File: src/rtl/mtsc_regs.svh
`ifndef MTSC_REGS_SVH
`define MTSC_REGS_SVH

// byte offsets of the counter words, most significant byte at the lowest address
`define MTSC_GOOD_BYTE_OFS 12'h30C
`define MTSC_UNDR_ABORT_OFS 12'h334
`define MTSC_TOTAL_ABORT_OFS 12'h338
// interrupt registers, placed just above the counters
`define MTSC_IRQ_STATUS_OFS 12'h340
`define MTSC_IRQ_CLEAR_OFS 12'h344
`define MTSC_IRQ_ENABLE_OFS 12'h348

// interrupt bit positions (counter wrap events)
`define MTSC_IRQ_GOOD_BIT 0
`define MTSC_IRQ_UNDR_BIT 1
`define MTSC_IRQ_TOTAL_BIT 2
`define MTSC_IRQ_W 3

// reset values and the counter maximum
`define MTSC_CNT_RST 32'h0000_0000
`define MTSC_CNT_MAX 32'hFFFF_FFFF
`define MTSC_IRQ_RST 3'h0

`endif

File: src/rtl/mtsc_pkg.sv
package mtsc_pkg;

  // increment pulses from the mac transmit path, one cycle each
  typedef struct packed {
    logic good_byte;
    logic underrun_abort;
    logic abort;
  } mtsc_evt_t;

  // the three counters travel together
  typedef struct packed {
    logic [31:0] good;
    logic [31:0] undr;
    logic [31:0] total;
  } mtsc_cnt_t;

endpackage : mtsc_pkg

File: src/rtl/mtsc_counters.sv
// Implementation choice: the Wishbone interface to the registers.
`timescale 1ns/10ps
`include "mtsc_regs.svh"
// Notes on behaviour
// RL1: count every valid transmitted byte, 32 bits
// RL2: count frames aborted by fifo underrun
// RL3: count every aborted frame, any cause
// RL4: only device reset clears the counters
// RL5: counters wrap to zero, never saturate
// RL6: underrun count at 0334h, msb first
// RL7: total abort count at 0338h, msb first
// RL8: good byte low half at 030Eh-030Fh
// RL9: software keeps intervals below one wrap
// RL10: software differences counts modulo two to 32
// RL11: good byte count starts at 030Ch
// RL12: a read returns one coherent snapshot
module mtsc_counters
  import mtsc_pkg::*;
#(
  parameter int ADDR_W = 12
) (
  input wire logic clk_i, // 125 mhz system clock
  input wire logic rst_i, // synchronous reset, high
  input wire mtsc_evt_t evt_i, // increment pulses
  input wire logic wb_cyc_i, // wishbone cycle
  input wire logic wb_stb_i, // wishbone strobe
  input wire logic wb_we_i, // wishbone write enable
  input wire logic [ADDR_W-1:0] wb_adr_i, // byte address
  input wire logic [3:0] wb_sel_i, // byte lane selects
  input wire logic [31:0] wb_dat_i, // write data
  output logic [31:0] wb_dat_o, // read data
  output logic wb_ack_o, // transfer acknowledge
  output logic irq_o // level interrupt
);

  // word compare on an aligned byte offset
  // address bits 1:0 are ignored, so any byte of a counter selects its whole word
  function automatic logic hit(
    input logic [ADDR_W-1:0] adr,
    input logic [11:0] ofs
  );
    hit = (adr[ADDR_W-1:2] == ofs[ADDR_W-1:2]);
  endfunction : hit

  // wrapping increment, carry out dropped on purpose
  function automatic logic [31:0] bump(
    input logic [31:0] v,
    input logic en
  );
    logic [32:0] s;
    s = {1'b0, v} + {32'h0000_0000, en};
    bump = s[31:0];
  endfunction : bump

  // a wrap happens when an increment meets the all-ones value
  function automatic logic wraps(
    input logic [31:0] v,
    input logic en
  );
    wraps = en && (v == `MTSC_CNT_MAX);
  endfunction : wraps

  // registered state and the next values that feed it
  mtsc_cnt_t cnt_reg;
  mtsc_cnt_t cnt_next;
  logic [`MTSC_IRQ_W-1:0] sts_reg;
  logic [`MTSC_IRQ_W-1:0] sts_next;
  logic [`MTSC_IRQ_W-1:0] ena_reg;
  logic [`MTSC_IRQ_W-1:0] ena_next;
  logic [`MTSC_IRQ_W-1:0] wrap_evt;
  logic [`MTSC_IRQ_W-1:0] clr_mask;
  logic irq_reg;
  logic irq_next;
  logic ack_reg;
  logic ack_next;
  logic [31:0] dat_reg;
  logic [31:0] dat_next;
  logic req;
  logic wr_stb;
  logic total_inc;

  // a request is taken once; ack_reg blocks a second take
  assign req = wb_cyc_i && wb_stb_i && !ack_reg;
  assign wr_stb = req && wb_we_i && wb_sel_i[0];
  // an underrun abort is also an abort, even if the mac forgets to say so
  assign total_inc = evt_i.abort || evt_i.underrun_abort; // RL3

  // counter next values; bus writes never reach them
  always_comb begin
    cnt_next = cnt_reg;
    cnt_next.good = bump(cnt_reg.good, evt_i.good_byte); // RL1 RL5
    cnt_next.undr = bump(cnt_reg.undr, evt_i.underrun_abort); // RL2 RL5
    cnt_next.total = bump(cnt_reg.total, total_inc); // RL3 RL5
  end

  // only reset clears; no bus path exists into this register
  always_ff @(posedge clk_i) begin
    if (rst_i) begin
      cnt_reg <= '{good: `MTSC_CNT_RST, undr: `MTSC_CNT_RST, total: `MTSC_CNT_RST}; // RL4
    end else begin
      cnt_reg <= cnt_next;
    end
  end

  // wrap events feed the sticky status
  always_comb begin
    wrap_evt = '0;
    wrap_evt[`MTSC_IRQ_GOOD_BIT] = wraps(cnt_reg.good, evt_i.good_byte);
    wrap_evt[`MTSC_IRQ_UNDR_BIT] = wraps(cnt_reg.undr, evt_i.underrun_abort);
    wrap_evt[`MTSC_IRQ_TOTAL_BIT] = wraps(cnt_reg.total, total_inc);
  end

  // write-one-to-clear; a wrap in the same cycle wins over the clear
  always_comb begin
    clr_mask = '0;
    if (wr_stb && hit(wb_adr_i, `MTSC_IRQ_CLEAR_OFS)) begin
      clr_mask = wb_dat_i[`MTSC_IRQ_W-1:0];
    end
    sts_next = (sts_reg & ~clr_mask) | wrap_evt;
    ena_next = ena_reg;
    if (wr_stb && hit(wb_adr_i, `MTSC_IRQ_ENABLE_OFS)) begin
      ena_next = wb_dat_i[`MTSC_IRQ_W-1:0];
    end
    // computed from next values so irq_o can come straight off a flop
    irq_next = |(sts_next & ena_next);
  end

  // interrupt state
  always_ff @(posedge clk_i) begin
    if (rst_i) begin
      sts_reg <= `MTSC_IRQ_RST;
      ena_reg <= `MTSC_IRQ_RST;
      irq_reg <= 1'b0;
    end else begin
      sts_reg <= sts_next;
      ena_reg <= ena_next;
      irq_reg <= irq_next;
    end
  end

  // read mux; the word is latched in one edge so all four bytes agree
  always_comb begin
    ack_next = req;
    dat_next = dat_reg;
    if (req) begin
      dat_next = 32'h0000_0000;
      if (!wb_we_i) begin
        if (hit(wb_adr_i, `MTSC_GOOD_BYTE_OFS)) begin
          dat_next = cnt_reg.good; // RL8 RL11 RL12
        end else if (hit(wb_adr_i, `MTSC_UNDR_ABORT_OFS)) begin
          dat_next = cnt_reg.undr; // RL6 RL12
        end else if (hit(wb_adr_i, `MTSC_TOTAL_ABORT_OFS)) begin
          dat_next = cnt_reg.total; // RL7 RL12
        end else if (hit(wb_adr_i, `MTSC_IRQ_STATUS_OFS)) begin
          dat_next = {29'h0, sts_reg};
        end else if (hit(wb_adr_i, `MTSC_IRQ_ENABLE_OFS)) begin
          dat_next = {29'h0, ena_reg};
        end else begin
          dat_next = 32'h0000_0000;
        end
      end
    end
  end

  // bus answer registers; unmapped words ack with zero data
  always_ff @(posedge clk_i) begin
    if (rst_i) begin
      ack_reg <= 1'b0;
      dat_reg <= 32'h0000_0000;
    end else begin
      ack_reg <= ack_next;
      dat_reg <= dat_next;
    end
  end

  // every output comes straight off a flop
  assign wb_ack_o = ack_reg;
  assign wb_dat_o = dat_reg;
  assign irq_o = irq_reg;
endmodule : mtsc_counters

File: config.mk
export PLATFORM = sky130hd
export DESIGN_NAME = mtsc_counters
export DESIGN_NICKNAME = d
export VERILOG_FILES = /design/src/rtl/mtsc_pkg.sv /design/src/rtl/mtsc_counters.sv
export VERILOG_INCLUDE_DIRS = /design/src /design/src/rtl
export SDC_FILE = /design/constraint.sdc
export NUM_CORES = 1
export LEC_CHECK = 0
export ABC_AREA = 0
export BUFFER_PORTS_ARGS = -buffer_cell sky130_fd_sc_hd__buf_2
export CAP_MARGIN = 20
export CORE_MARGIN = 2
export CORE_UTILIZATION = 52
export CTS_CLUSTER_DIAMETER = 80
export DETAILED_ROUTE_END_ITERATION = 12
export GPL_TIMING_DRIVEN = 1
export HOLD_SLACK_MARGIN = 0.03
export PLACE_DENSITY = 0.76
export SLEW_MARGIN = 20
export SYNTH_ARGS = -nofsm -noshare
export SYNTH_HDL_FRONTEND = slang
export SYNTH_SLANG_ARGS = --single-unit
File: constraint.sdc
create_clock -name clk_i -period 2.2 [get_ports clk_i]
set_input_delay 0.44 -clock clk_i [delete_from_list [all_inputs] [get_ports clk_i]]
set_output_delay 0.44 -clock clk_i [all_outputs]
set_load 0.05 [all_outputs]
# ---- Word level (Yosys, flattened, before mapping)
# Cells that the tools add are included.
dict set report word_totals {
  output_inout_bits 34
  ff_bits 136
  inputBits 56
  elab_cells 44
}
dict set report classes {
  n_mux 8
  add_sub_neg 3
  n_reduce_logical 12
  bitwise 4
  eq_ne 9
}
# operator n
set ops {}
lappend ops {{2-to-1 mux 32 bit} 4}
lappend ops {{adder 32 x 1 -> 32 bit} 3}
lappend ops {{equality test 32 bit (second input constant)} 3}
lappend ops {{equality test 10 x 8 -> 1 bit (second input constant)} 6}
lappend ops {{2-to-1 mux 3 bit} 4}
lappend ops {{logical AND 1 bit} 9}
lappend ops {{AND 3 bit} 2}
lappend ops {{NOT 3 bit} 1}
lappend ops {{bitwise OR 3 bit} 1}
lappend ops {{OR reduction 3 bit} 1}
lappend ops {{zero test 1 bit} 1}
lappend ops {{logical OR 1 bit} 1}

# ---- Depth between registers and ports, before layout
# Gate-level depths: netlist of the first run.
dict set report depth {
  depth_word 11
  depth_mapped 8
  ltp_nobuf 8
}

# ---- Worst setup path before layout of the first run
# Ideal clock, no wire load.
dict set report synth_timing {
  path_kind {input-to-reg}
  start {input port evt_i[0] (netlist name)}
  end {register cnt_reg[14] (netlist name)}
  n_path_buf 0
  t_arrival_ps 2124
  setup_ps 70
  path_stages 8
  t_required_ps 2130
  setup_slack_ps 5
  path_cell_list {or2_2 ha_1 ha_1 nand3_1 nor4_4 nand3_1 or2_2 a21oi_1}
}
dict set report synth_via {
  elab_chain_cells 2
}
# item line
set synth_lines {}
lappend synth_lines {{from (decl)} mtsc_counters.sv:24} ;# input wire mtsc_evt_t evt_i,
lappend synth_lines {{logical OR 1 bit} mtsc_counters.sv:86} ;# assign total_inc = evt_i.abort || evt_i.underrun_abort;
lappend synth_lines {{adder 32 x 1 -> 32 bit} mtsc_counters.sv:51} ;# s = {1'b0, v} + {32'h0000_0000, en};
lappend synth_lines {{to (signal assigned)} mtsc_counters.sv:99} ;# cnt_reg <= '{good: `MTSC_CNT_RST, undr: `MTSC_CNT_RST, total: `MTSC_CNT_RST};
lappend synth_lines {{to (signal assigned)} mtsc_counters.sv:101} ;# cnt_reg <= cnt_next;
lappend synth_lines {{to (decl)} mtsc_counters.sv:64} ;# mtsc_cnt_t cnt_reg;
# No other way between the ends.
# A chain may end at the register's enable or synchronous reset.

# ---- Worst setup path in the final report of the first run
dict set report layout_timing {
  start {register cnt_reg[0] (netlist name)}
  end {register cnt_reg[26] (netlist name)}
}
dict set report layout_via {
  elab_chain_cells 1
}
# item line
set layout_lines {}
lappend layout_lines {{adder 32 x 1 -> 32 bit} mtsc_counters.sv:51}
# No other way between the ends.

==> results of run 1 <==
-- path summary, 6_finish.rpt --
path / endpoint
min: sts_reg[1]
max: cnt_reg[26]
min reg2reg: wb_dat_o[31]
max reg2reg: cnt_reg[26]
-- cells in the mapped netlist (4+ instances only) --
cell type	count
nor2_1	100
clkbuf_1	34
nor4_1	17
o21ai_0	19
ha_1	6
and2_1	7
a2bb2oi_1	8
xnor2_1	27
a221o_1	21
and3_1	10
nor2b_1	6
nor3_1	24
nand4_1	31
or3_1	12
a221oi_1	8
nand3_1	33
dfxtp_1	136
o211ai_1	23
mux2i_1	5
inv_1	11
buf_2	8
nand2_1	56
xor2_1	51
a21oi_1	36
nand4b_1	4
and4_1	12
-- cell type report --
cell class | instances | area [sq um]
inverter | 11 | 41.29
clock inverter | 11 | 168.9
multi-input combinational | 546 | 3456
sequential | 136 | 2723
timing repair buffer | 93 | 638.1
fill | 940 | 4320
tap | 147 | 183.9
clock buffer | 21 | 480.5
-- cell usage in the layout, fill, tap and decap left out, types with 22 or more instances in the layout --
master	n
dfxtp_1	136
nor2_1	100
nand2_1	56
buf_2	54
xor2_1	51
a21oi_1	36
nand3_1	33
buf_4	33
nand4_1	31
xnor2_1	27
o211ai_1	23
nor3_1	22
-- worst max-delay path: cells and delay by family (launching register included) --
family	cells	cell delay (ns)
buffers and inverters	1	0.23
xor gates and xnor gates	1	0.18
DFF	1	0.37
adders and majority gates	2	0.43
and+or+nand+nor	4	0.71
-- logic make-up (layout without fill, tap and decap cells) --
| family | after synthesis | in the layout | synth area share (%) |
|---|---|---|---|
| AND/OR/NAND/NOR | 327 | 327 | 26.42 |
| adder cells (fa/ha/maj) | 6 | 6 | 1.176 |
| flip-flops | 136 | 136 | 42.65 |
| AO/OA/AOI/OAI | 129 | 129 | 14.39 |
| multiplexers | 6 | 6 | 0.9604 |
| XOR/XNOR | 78 | 78 | 10.70 |
| buffers and inverters | 56 | 136 | 3.704 |
-- metal layers --
metal | wire length [microns] | up-vias | global-route usage (%) | part of all wire (%)
met1 | 7262 | 2827 | 34.97 | 43
met4 | 474 | 0 | 11.81 | 2.8
met5 | 0 | - | 0 | 0
met3 | 1070 | 32 | 5.640 | 6.4
li1 | - | 2801 | - | -
met2 | 7926 | 212 | 42.45 | 47
-- per-stage QoR --
step | worst slack, ns | utilization [%] | power (mW) | hold slack [ns] | instance area [sq um]
floorplan | 0.005471 | - | 2.643 | 0.4625 | 6384
global placement | -0.1904 | 58.55 | 2.708 | 0.4389 | 7033
detailed placement | -0.2181 | 58.55 | 2.718 | 0.4461 | 7033
CTS | 0.1876 | 64.03 | 5.787 | 0.3923 | 7691
global route | 0.01495 | 64.03 | 5.904 | 0.4276 | 7691
finish | 0.1760 | 64.03 | 5.761 | 0.3942 | 7691
-- power groups by stage --
stage	clock (mW)	sequential, mW	combinational (mW)
floorplan	0	2.55	0.0975
global placement	0	2.55	0.160
detailed placement	0	2.55	0.169
CTS	3.12	2.50	0.170
global route	3.22	2.50	0.188
finish	3.09	2.50	0.171
==> metrics, run 1 <==
Root Buffer clkbuf_16; # port buffers 55; status finished, final reports clean; Iter 0 DRT Violations 726; pin count of the biggest net entering global routing 54; core area around 12,000 sq um; number of global-route vias before repair 5,496; CP Class reg2reg; critical path peak fanout 9; CTS Hold Bufs 0; global placement routability congestion 0.9385; Synth-to-Final Area Change 20.48%; Hold Path Class in2reg; Post-synth EDFFs 0; hold depth 4; Top-Level Pins 90; setup_tns 0 ns; Yosys reg bits between 100 and 150; Die Width about 110 microns; worst slew pin tran between 0.6 and 0.7 ns; Antenna Violating Nets Remaining 0; slowest cell on the critical path dfxtp_1; DP HPWL roughly 12 mm; clock slew at reported path FFs roughly 0.060 ns; Ant. Diodes 0; clock buffer depth 2; period utilisation layout between 90 and 100%; switching power total 1.210 mW; Peak supply drop 655.0 uV; Worst Hold Launch wb_dat_i[1]; post-CTS setup buffer count 0; synthesized area per cell ~8.6 sq um; CP dominant cell by count ha_1; final slew viol count 0; Synth Flop Type dfxtp_1; CTS Buf Count 17; unrepaired setup endpoints after global routing no; final hold vios 0; Layout Nets 867; clk_lat worst skew between 0.4 and 0.5 ns; cells along the critical path ha_1, ha_1, nand3_1, nor4_4, buf_4, nand4b_1, xor2_1, nor2_1; Inst Count DP 933; Via Count approximately 5.9k; origin of the critical flop-to-flop path cnt_reg[0]; cell taking the most area after synthesis dfxtp_1; top cells by area, synth dfxtp_1, xor2_1, nor2_1; min Tclk post-route between 2 and 2.5 ns; Reg2Reg Depth 8; clock network power share a little over half; global-route wire length before repair approximately 27 mm; critical path endpoint category flop; pwr/cell area around 750 nW/um^2; slowest stage delay, CP 0.37 ns; GR Overflow Total 0; Non-Filler Instances between 900 and 1k; ratio of cells with drive above 1 in the final layout 17.11%; max FFs per register 96; WP data required ~2.5 ns; Pint 4.551 mW; switching power share of the total a little over a fifth; CP startpoint cnt_reg[0]; initial antenna violation count 0; Initial Utilization 53.15%; die height 114.8 microns; sequential power share 43.3%; die area between 10,000 and 15,000 sq um; drt pass-1 iters 7; Resize count post-CTS 1; Std-Cell Rows 40; P_leak 2.807 nW; gr usage total 26.61%; Logic pwr share 3.0%; critical path data arrival time roughly 2.3 ns; FMAX approximately 490 MHz; count of cell types in the netlist 47; register area share after synthesis between 40 and 50%; Synth Net Count 800; asr flop ratio synth 0%; CTS tree yes; R2R setup slack roughly 0.18 ns; Residual DRC 0; Setup violations, final 0; Syn Inst Count roughly 740; Yosys top cell area share between 40% and 50%; CP startpoint kind flop; Worst Skew 0.008147 ns; H-tree depth 4; max-cap viol count 0; Yosys warnings 0; clock sink total between 100 and 150; Rel. slew slack between 50% and 60%; Via density just over 6; post-DR wirelength/cell around 17 microns; total wire length about 17 mm; Cell Area, Synth 6384 sq um
Note: power is estimated with default switching activity, not from simulation.
==> run 2, diff against run 1 <==
--- a/config.mk
+++ b/config.mk
@@ -7,15 +7,15 @@
 export NUM_CORES = 1
 export LEC_CHECK = 0
 export ABC_AREA = 0
-export BUFFER_PORTS_ARGS = -buffer_cell sky130_fd_sc_hd__buf_2
 export CAP_MARGIN = 20
 export CORE_MARGIN = 2
-export CORE_UTILIZATION = 52
+export CORE_UTILIZATION = 57
 export CTS_CLUSTER_DIAMETER = 80
 export DETAILED_ROUTE_END_ITERATION = 12
+export DONT_BUFFER_PORTS = 1
 export GPL_TIMING_DRIVEN = 1
 export HOLD_SLACK_MARGIN = 0.03
-export PLACE_DENSITY = 0.76
+export PLACE_DENSITY = 0.75
 export SLEW_MARGIN = 20
 export SYNTH_ARGS = -nofsm -noshare
 export SYNTH_HDL_FRONTEND = slang
==> run 2 against run 1 <==
  * Clock power decreased by 11%
  * Clock skew grew 0.0057 ns
  * Die area down 8.5%
  * Critical path type is now in2reg
  * Critical endpoint is now wb_dat_o[4]
==> metrics, run 2 (synthesized netlist as in run 1, its figures left out) <==
status finished, final reports clean; die height 109.8 microns; Critical Path Stages 8; H-tree depth 4; global-route wire length before repair ~27 mm; Die Width between 100 and 150 microns; initial antenna violation count 1; clock sink total ~140; setup_tns 0 ns; clk_lat worst skew 0.54 ns; Rel. slew slack 56.62%; Reg2Reg Depth 8; max-cap viol count 0; Power, Total approximately 5.4 mW; Top delay family on crit path buffers and inverters; post-DR wirelength/cell 18.17 microns; met3 wire len between 1 and 1.5 mm; Ant. Diodes 0; pin count of the biggest net entering global routing 100; critical path data arrival time ~2.6 ns; unrepaired setup endpoints after global routing no; hold depth 2; Hold Path Class in2reg; # port buffers 0; Layout Nets 837; Setup violations, final 0; gr usage total just under 30%; die area roughly 12,000 sq um; min Tclk post-route 2.116 ns; P_leak 2.702 nW; min setup slack post-route approximately 0.084 ns; Std-Cell Rows 38; Root Buffer clkbuf_8; max FFs per register 96; drt pass-1 iters 6; critical path peak fanout 9; CTS tree yes; commonest non-fill, non-tap cells in the layout dfxtp_1, nor2_1, nand2_1; Via density roughly 6.2; slowest stage delay, CP about 0.56 ns; CP Class in2reg; final hold vios 0; Synth-to-Final Area Change 19.07%; Via Count around 5.8k; CP startpoint kind input pin; critical path endpoint category flop; worst slew pin tran about 0.64 ns; slowest cell on the critical path or4_4; core area ~11,000 sq um; Register Area ~2700 sq um; WP data required between 2 and 3 ns; crit path buf inv count 3; cells along the critical path or4_4, buf_4, nor3_4, buf_6, a221o_1, o211ai_1, a21oi_1, dlygate4sd3_1; Worst Skew approximately 0.014 ns; Antenna Violating Nets Remaining 0; clock slew at reported path FFs approximately 0.060 ns; most common cell after layout, fill and taps aside dfxtp_1; Layout fillers 834; DP HPWL about 11 mm; Iter 0 DRT Violations 525; Initial Utilization just under 60%; final slew viol count 0; clock buffer depth 2; Min Hold Slack 0.1234 ns; total wire length about 17 mm; Multi-input gate area 3470 sq um; Util after Layout a little over two thirds; Top-Level Pins 90; ratio of cells with drive above 1 in the final layout 10.41%; number of global-route vias before repair approximately 5.4k; worst slack, placed -0.1386 ns; Residual DRC 0; global placement routability congestion about 0.92; FMAX around 470 MHz; Peak supply drop 686.6 uV; CTS Buf Count 17; period utilisation layout roughly 96%; met1 wire length just over 7 mm; metal2 WL around 8.0 mm; GR Overflow Total 0; uppermost layer routed met4; pwr/cell area ~710 nW/um^2
## run 2: cell types whose count changed in the layout (fill, tap and decap cells not counted), sizes merged
cell,before,now
clkbuf,21,20
buf,93,32
clkinvlp,4,2
clkinv,3,8
dlygate4sd3,0,31
bufinv,4,2
## run 2: layer usage
layer | global-route usage (%) | vias to the layer above
met4 | 11.84 | 0
met5 | 0 | -
met3 | 7.647 | 33
met1 | 37.84 | 2748
li1 | - | 2748
met2 | 46.23 | 226
## run 2: cell type report
cell class	instances	share of cell area, %
clock buffer	20	5.860
timing repair buffer	63	8.148
inverter	11	0.5432
clock inverter	12	1.663
tap	140	2.305
multi-input combinational	546	45.65
sequential	136	35.84
## run 2: power breakdown
group / switching (mW) / internal, mW / total (mW)
Sequential: 0.0172 / 2.48 / 2.50
Clock: 1.08 / 1.67 / 2.75
Combinational: 0.0861 / 0.0576 / 0.144
Total: 1.19 / 4.20 / 5.39
## run 2: worst paths after layout
path,from,slack [ns],to
worst max register to register,cnt_reg[0],0.13,cnt_reg[4]
worst max-delay path,wb_adr_i[11],0.08,wb_dat_o[4]
worst min-delay path,rst_i,0.12,ena_reg[1]
worst min register to register,cnt_reg[14],0.50,cnt_reg[14]
## run 2: what timing repair did
| item | 4_1_cts | 5_1_grt |
|---|---|---|
| endpoints found under the hold margin | 130 | 0 |
| gates resized for setup | 1 | 7 |
| buffers inserted | 0 | 1 |
| hold buffers | 32 | 0 |
| pin swaps | 0 | 1 |
| setup endpoints to repair | 1 | 11 |
## run 2: worst register-to-register path, cell delays in order, from the launching register on
cell and delay (ns):
dfxtp_1 0.33, ha_1 0.21, buf_4 0.14, ha_1 0.20, nand3_1 0.15, buf_4 0.17, xor2_1 0.16, nor2_1 0.05
dlygate4sd3_1 0.55
## run 2: metrics by stage
stage          area, sq um  std cells
6_report              7601        928
5_1_grt               7601        928
4_1_cts               7570        927
3_5_place_dp          6651        863
3_3_place_gp          6651        863
2_1_floorplan         6384        738
==> run 3, diff against run 2 <==
--- a/config.mk
+++ b/config.mk
@@ -6,16 +6,16 @@
 export SDC_FILE = /design/constraint.sdc
 export NUM_CORES = 1
 export LEC_CHECK = 0
-export ABC_AREA = 0
+export ABC_AREA = 1
 export CAP_MARGIN = 20
 export CORE_MARGIN = 2
-export CORE_UTILIZATION = 57
+export CORE_UTILIZATION = 63
 export CTS_CLUSTER_DIAMETER = 80
 export DETAILED_ROUTE_END_ITERATION = 12
 export DONT_BUFFER_PORTS = 1
 export GPL_TIMING_DRIVEN = 1
 export HOLD_SLACK_MARGIN = 0.03
-export PLACE_DENSITY = 0.75
+export PLACE_DENSITY = 0.79
 export SLEW_MARGIN = 20
 export SYNTH_ARGS = -nofsm -noshare
 export SYNTH_HDL_FRONTEND = slang
==> constraint.sdc (replaced) <==
create_clock -name clk_i -period 2.3 [get_ports clk_i]
set_input_delay 0.46 -clock clk_i [delete_from_list [all_inputs] [get_ports clk_i]]
set_output_delay 0.46 -clock clk_i [all_outputs]
set_load 0.05 [all_outputs]
==> run 3 against run 2 <==
  * Hold slack worse by 0.017 ns
  * Clock-buffer cell count is 4 higher
  * Clock power is 8.0% lower
  * Non-clock buffer count is 53 lower
==> metrics, run 3 <==
slowest cell on the critical path dfxtp_1; global placement routability congestion approximately 1; H-tree depth 4; Synth Net Count approximately 1.2k; critical path peak fanout 6; Post-synth EDFFs 0; Via density ~5.7; Std-Cell Rows 39; die height 112.7 microns; Die Width between 100 and 150 microns; Yosys reg bits 136; top cells by area, synth dfxtp_1, nand2_1, nor2_1; GR Overflow Total 0; Antenna Violating Nets Remaining 0; number of global-route vias before repair 6,589; cells along the critical path ha_1, ha_1, clkinv_1, nor2_4, nand2_1, nor2_4, nand3_1, nor3_1, nor3b_2; Root Buffer clkbuf_16; WP data required around 2.6 ns; Peak supply drop between 700 and 800 uV; worst slew pin tran 0.5987 ns; unrepaired setup endpoints after global routing no; count of cell types in the netlist between 40 and 50; most numerous cell in the Yosys netlist nand2_1; Hold Path Class in2reg; period utilisation layout roughly 90%; min setup slack post-route about 0.25 ns; CTS Buf Count 17; cell taking the most area after synthesis dfxtp_1; asr flop ratio synth 0%; P_leak roughly 3.0 nW; CP startpoint kind flop; slowest stage delay, CP ~0.36 ns; final hold vios 0; total wire length ~21 mm; drt pass-1 iters 5; clock buffer depth 2; commonest non-fill, non-tap cells in the layout nand2_1, nor2_1, dfxtp_1; Top-Level Pins 90; max FFs per register between 90 and 100; Yosys warnings 0; # port buffers 0; setup_tns 0 ns; Resize count post-CTS 0; worst slack, placed roughly 0.11 ns; Multi-input gate area between 4000 and 5000 sq um; most common cell after layout, fill and taps aside nand2_1; clk_lat worst skew 0.42 ns; max-cap viol count 0; final slew viol count 0; Layout fillers 1,030; Synth Flop Type dfxtp_1; clock sink total about 140; Ant. Diodes 0; initial antenna violation count 0; CP Class reg2reg; Residual DRC 0; gr usage total ~33%; Via Count between 7k and 8k; Rel. slew slack 60.05%; Initial Utilization approximately two thirds; Cell Area, Synth approximately 7400 sq um; critical path endpoint category flop; crit path buf inv count 1; pin count of the biggest net entering global routing about 120; critical path data arrival time around 2.4 ns; global-route wire length before repair between 30 and 40 mm; DP HPWL 15.23 mm; Setup violations, final 0; Syn Inst Count ~1.2k; pwr/cell area between 600 and 700 nW/um^2; status finished, final reports clean; ratio of cells with drive above 1 in the final layout under 10%; register area share after synthesis 36.57%; post-DR wirelength/cell approximately 16 microns; FMAX 487.6 MHz; Worst Skew between 0.009 and 0.01 ns; die area roughly 13,000 sq um; CTS tree yes; Yosys top cell area share between 30% and 40%; Top delay family on crit path simple AND/OR/NAND/NOR gates; clock slew at reported path FFs 0.06 ns; CTS Hold Bufs 0; synthesized area per cell 6.441 sq um; post-CTS setup buffer count 0; Commonest cells post-synth nand2_1, nor2_1, dfxtp_1; min Tclk post-route ~2.1 ns; core area roughly 11,000 sq um; Synth-to-Final Area Change 8.436%; Layout Nets roughly 1.2k; Register Area approximately 2700 sq um; Iter 0 DRT Violations between 800 and 900
## run 3: cell count changes after synthesis, moves of 14 or more
cell and change:
nor4_1 -17, a21oi_1 +58, a221o_1 -21, xor2_1 -40
xnor2_1 -21, nand3_1 +49, clkbuf_1 -14, nand2_1 +273
nor2_1 +42, o211ai_1 -23, inv_2 +16, o21ai_1 +34
inv_1 +100
## run 3: path summary, 6_finish.rpt
path                            cells past startpoint          end  slack, ns   startpoint
worst max-delay path                                9  cnt_reg[92]       0.25  cnt_reg[64]
worst min-delay path                                1  wb_dat_o[1]       0.11        rst_i
worst max register to register                      9  cnt_reg[92]       0.25  cnt_reg[64]
worst min register to register                      2   sts_reg[0]       0.49   sts_reg[0]
## run 3: cells by family (layout without fill, tap and decap cells)
kind of cell	Yosys count	count (layout)	share of synthesized area (%)
AOI/OAI and AO/OA	165	165	11.75
xor gates and xnor gates	17	17	2.000
adders and majority gates	6	6	1.008
buffers and inverters	165	168	8.805
DFF	136	136	36.57
and+or+nand+nor	667	667	39.88
## run 3: final cells by class
class	instances	area share [%]
multi-input cells	855	50.44
well taps	143	2.216
repair buffers	10	0.9298
inverters	130	6.044
clock inverters	4	0.5579
clock buffers	24	6.090
flip-flops and latches	136	33.72
## run 3: worst reg2reg max path, stage by stage (launching register included)
cell and delay (ns):
dfxtp_1 0.36, ha_1 0.22, ha_1 0.21, clkinv_1 0.12
nor2_4 0.18, nand2_1 0.17, nor2_4 0.21, nand3_1 0.16
nor3_1 0.23, nor3b_2 0.07
## run 3: metrics by stage
stage | hold slack (ns) | total power [mW] | util [%] | area (sq um) | instances
floorplan | 0.4474 | 2.556 | - | 7446 | 1156
global placement | 0.4672 | 2.559 | 65.73 | 7537 | 1274
detailed placement | 0.4709 | 2.564 | 65.73 | 7537 | 1274
CTS | 0.09986 | 5.050 | 70.41 | 8074 | 1302
global route | 0.09099 | 5.180 | 70.41 | 8074 | 1302
finish | 0.1060 | 5.042 | 70.41 | 8074 | 1302
## run 3: per-layer routing
metal	routed length (microns)	track usage, %	vias up	part of all wire (%)
li1	-	-	3730	-
met1	9234	45.56	3336	45
met2	9476	52.38	281	46
met3	1434	6.588	38	7.0
met4	465	10.89	0	2.3
met5	0	0	-	0
## run 3: power breakdown
part / switching (mW) / internal, mW
Sequential: 0.0162 / 2.37
Combinational: 0.0847 / 0.0440
Clock: 0.957 / 1.57
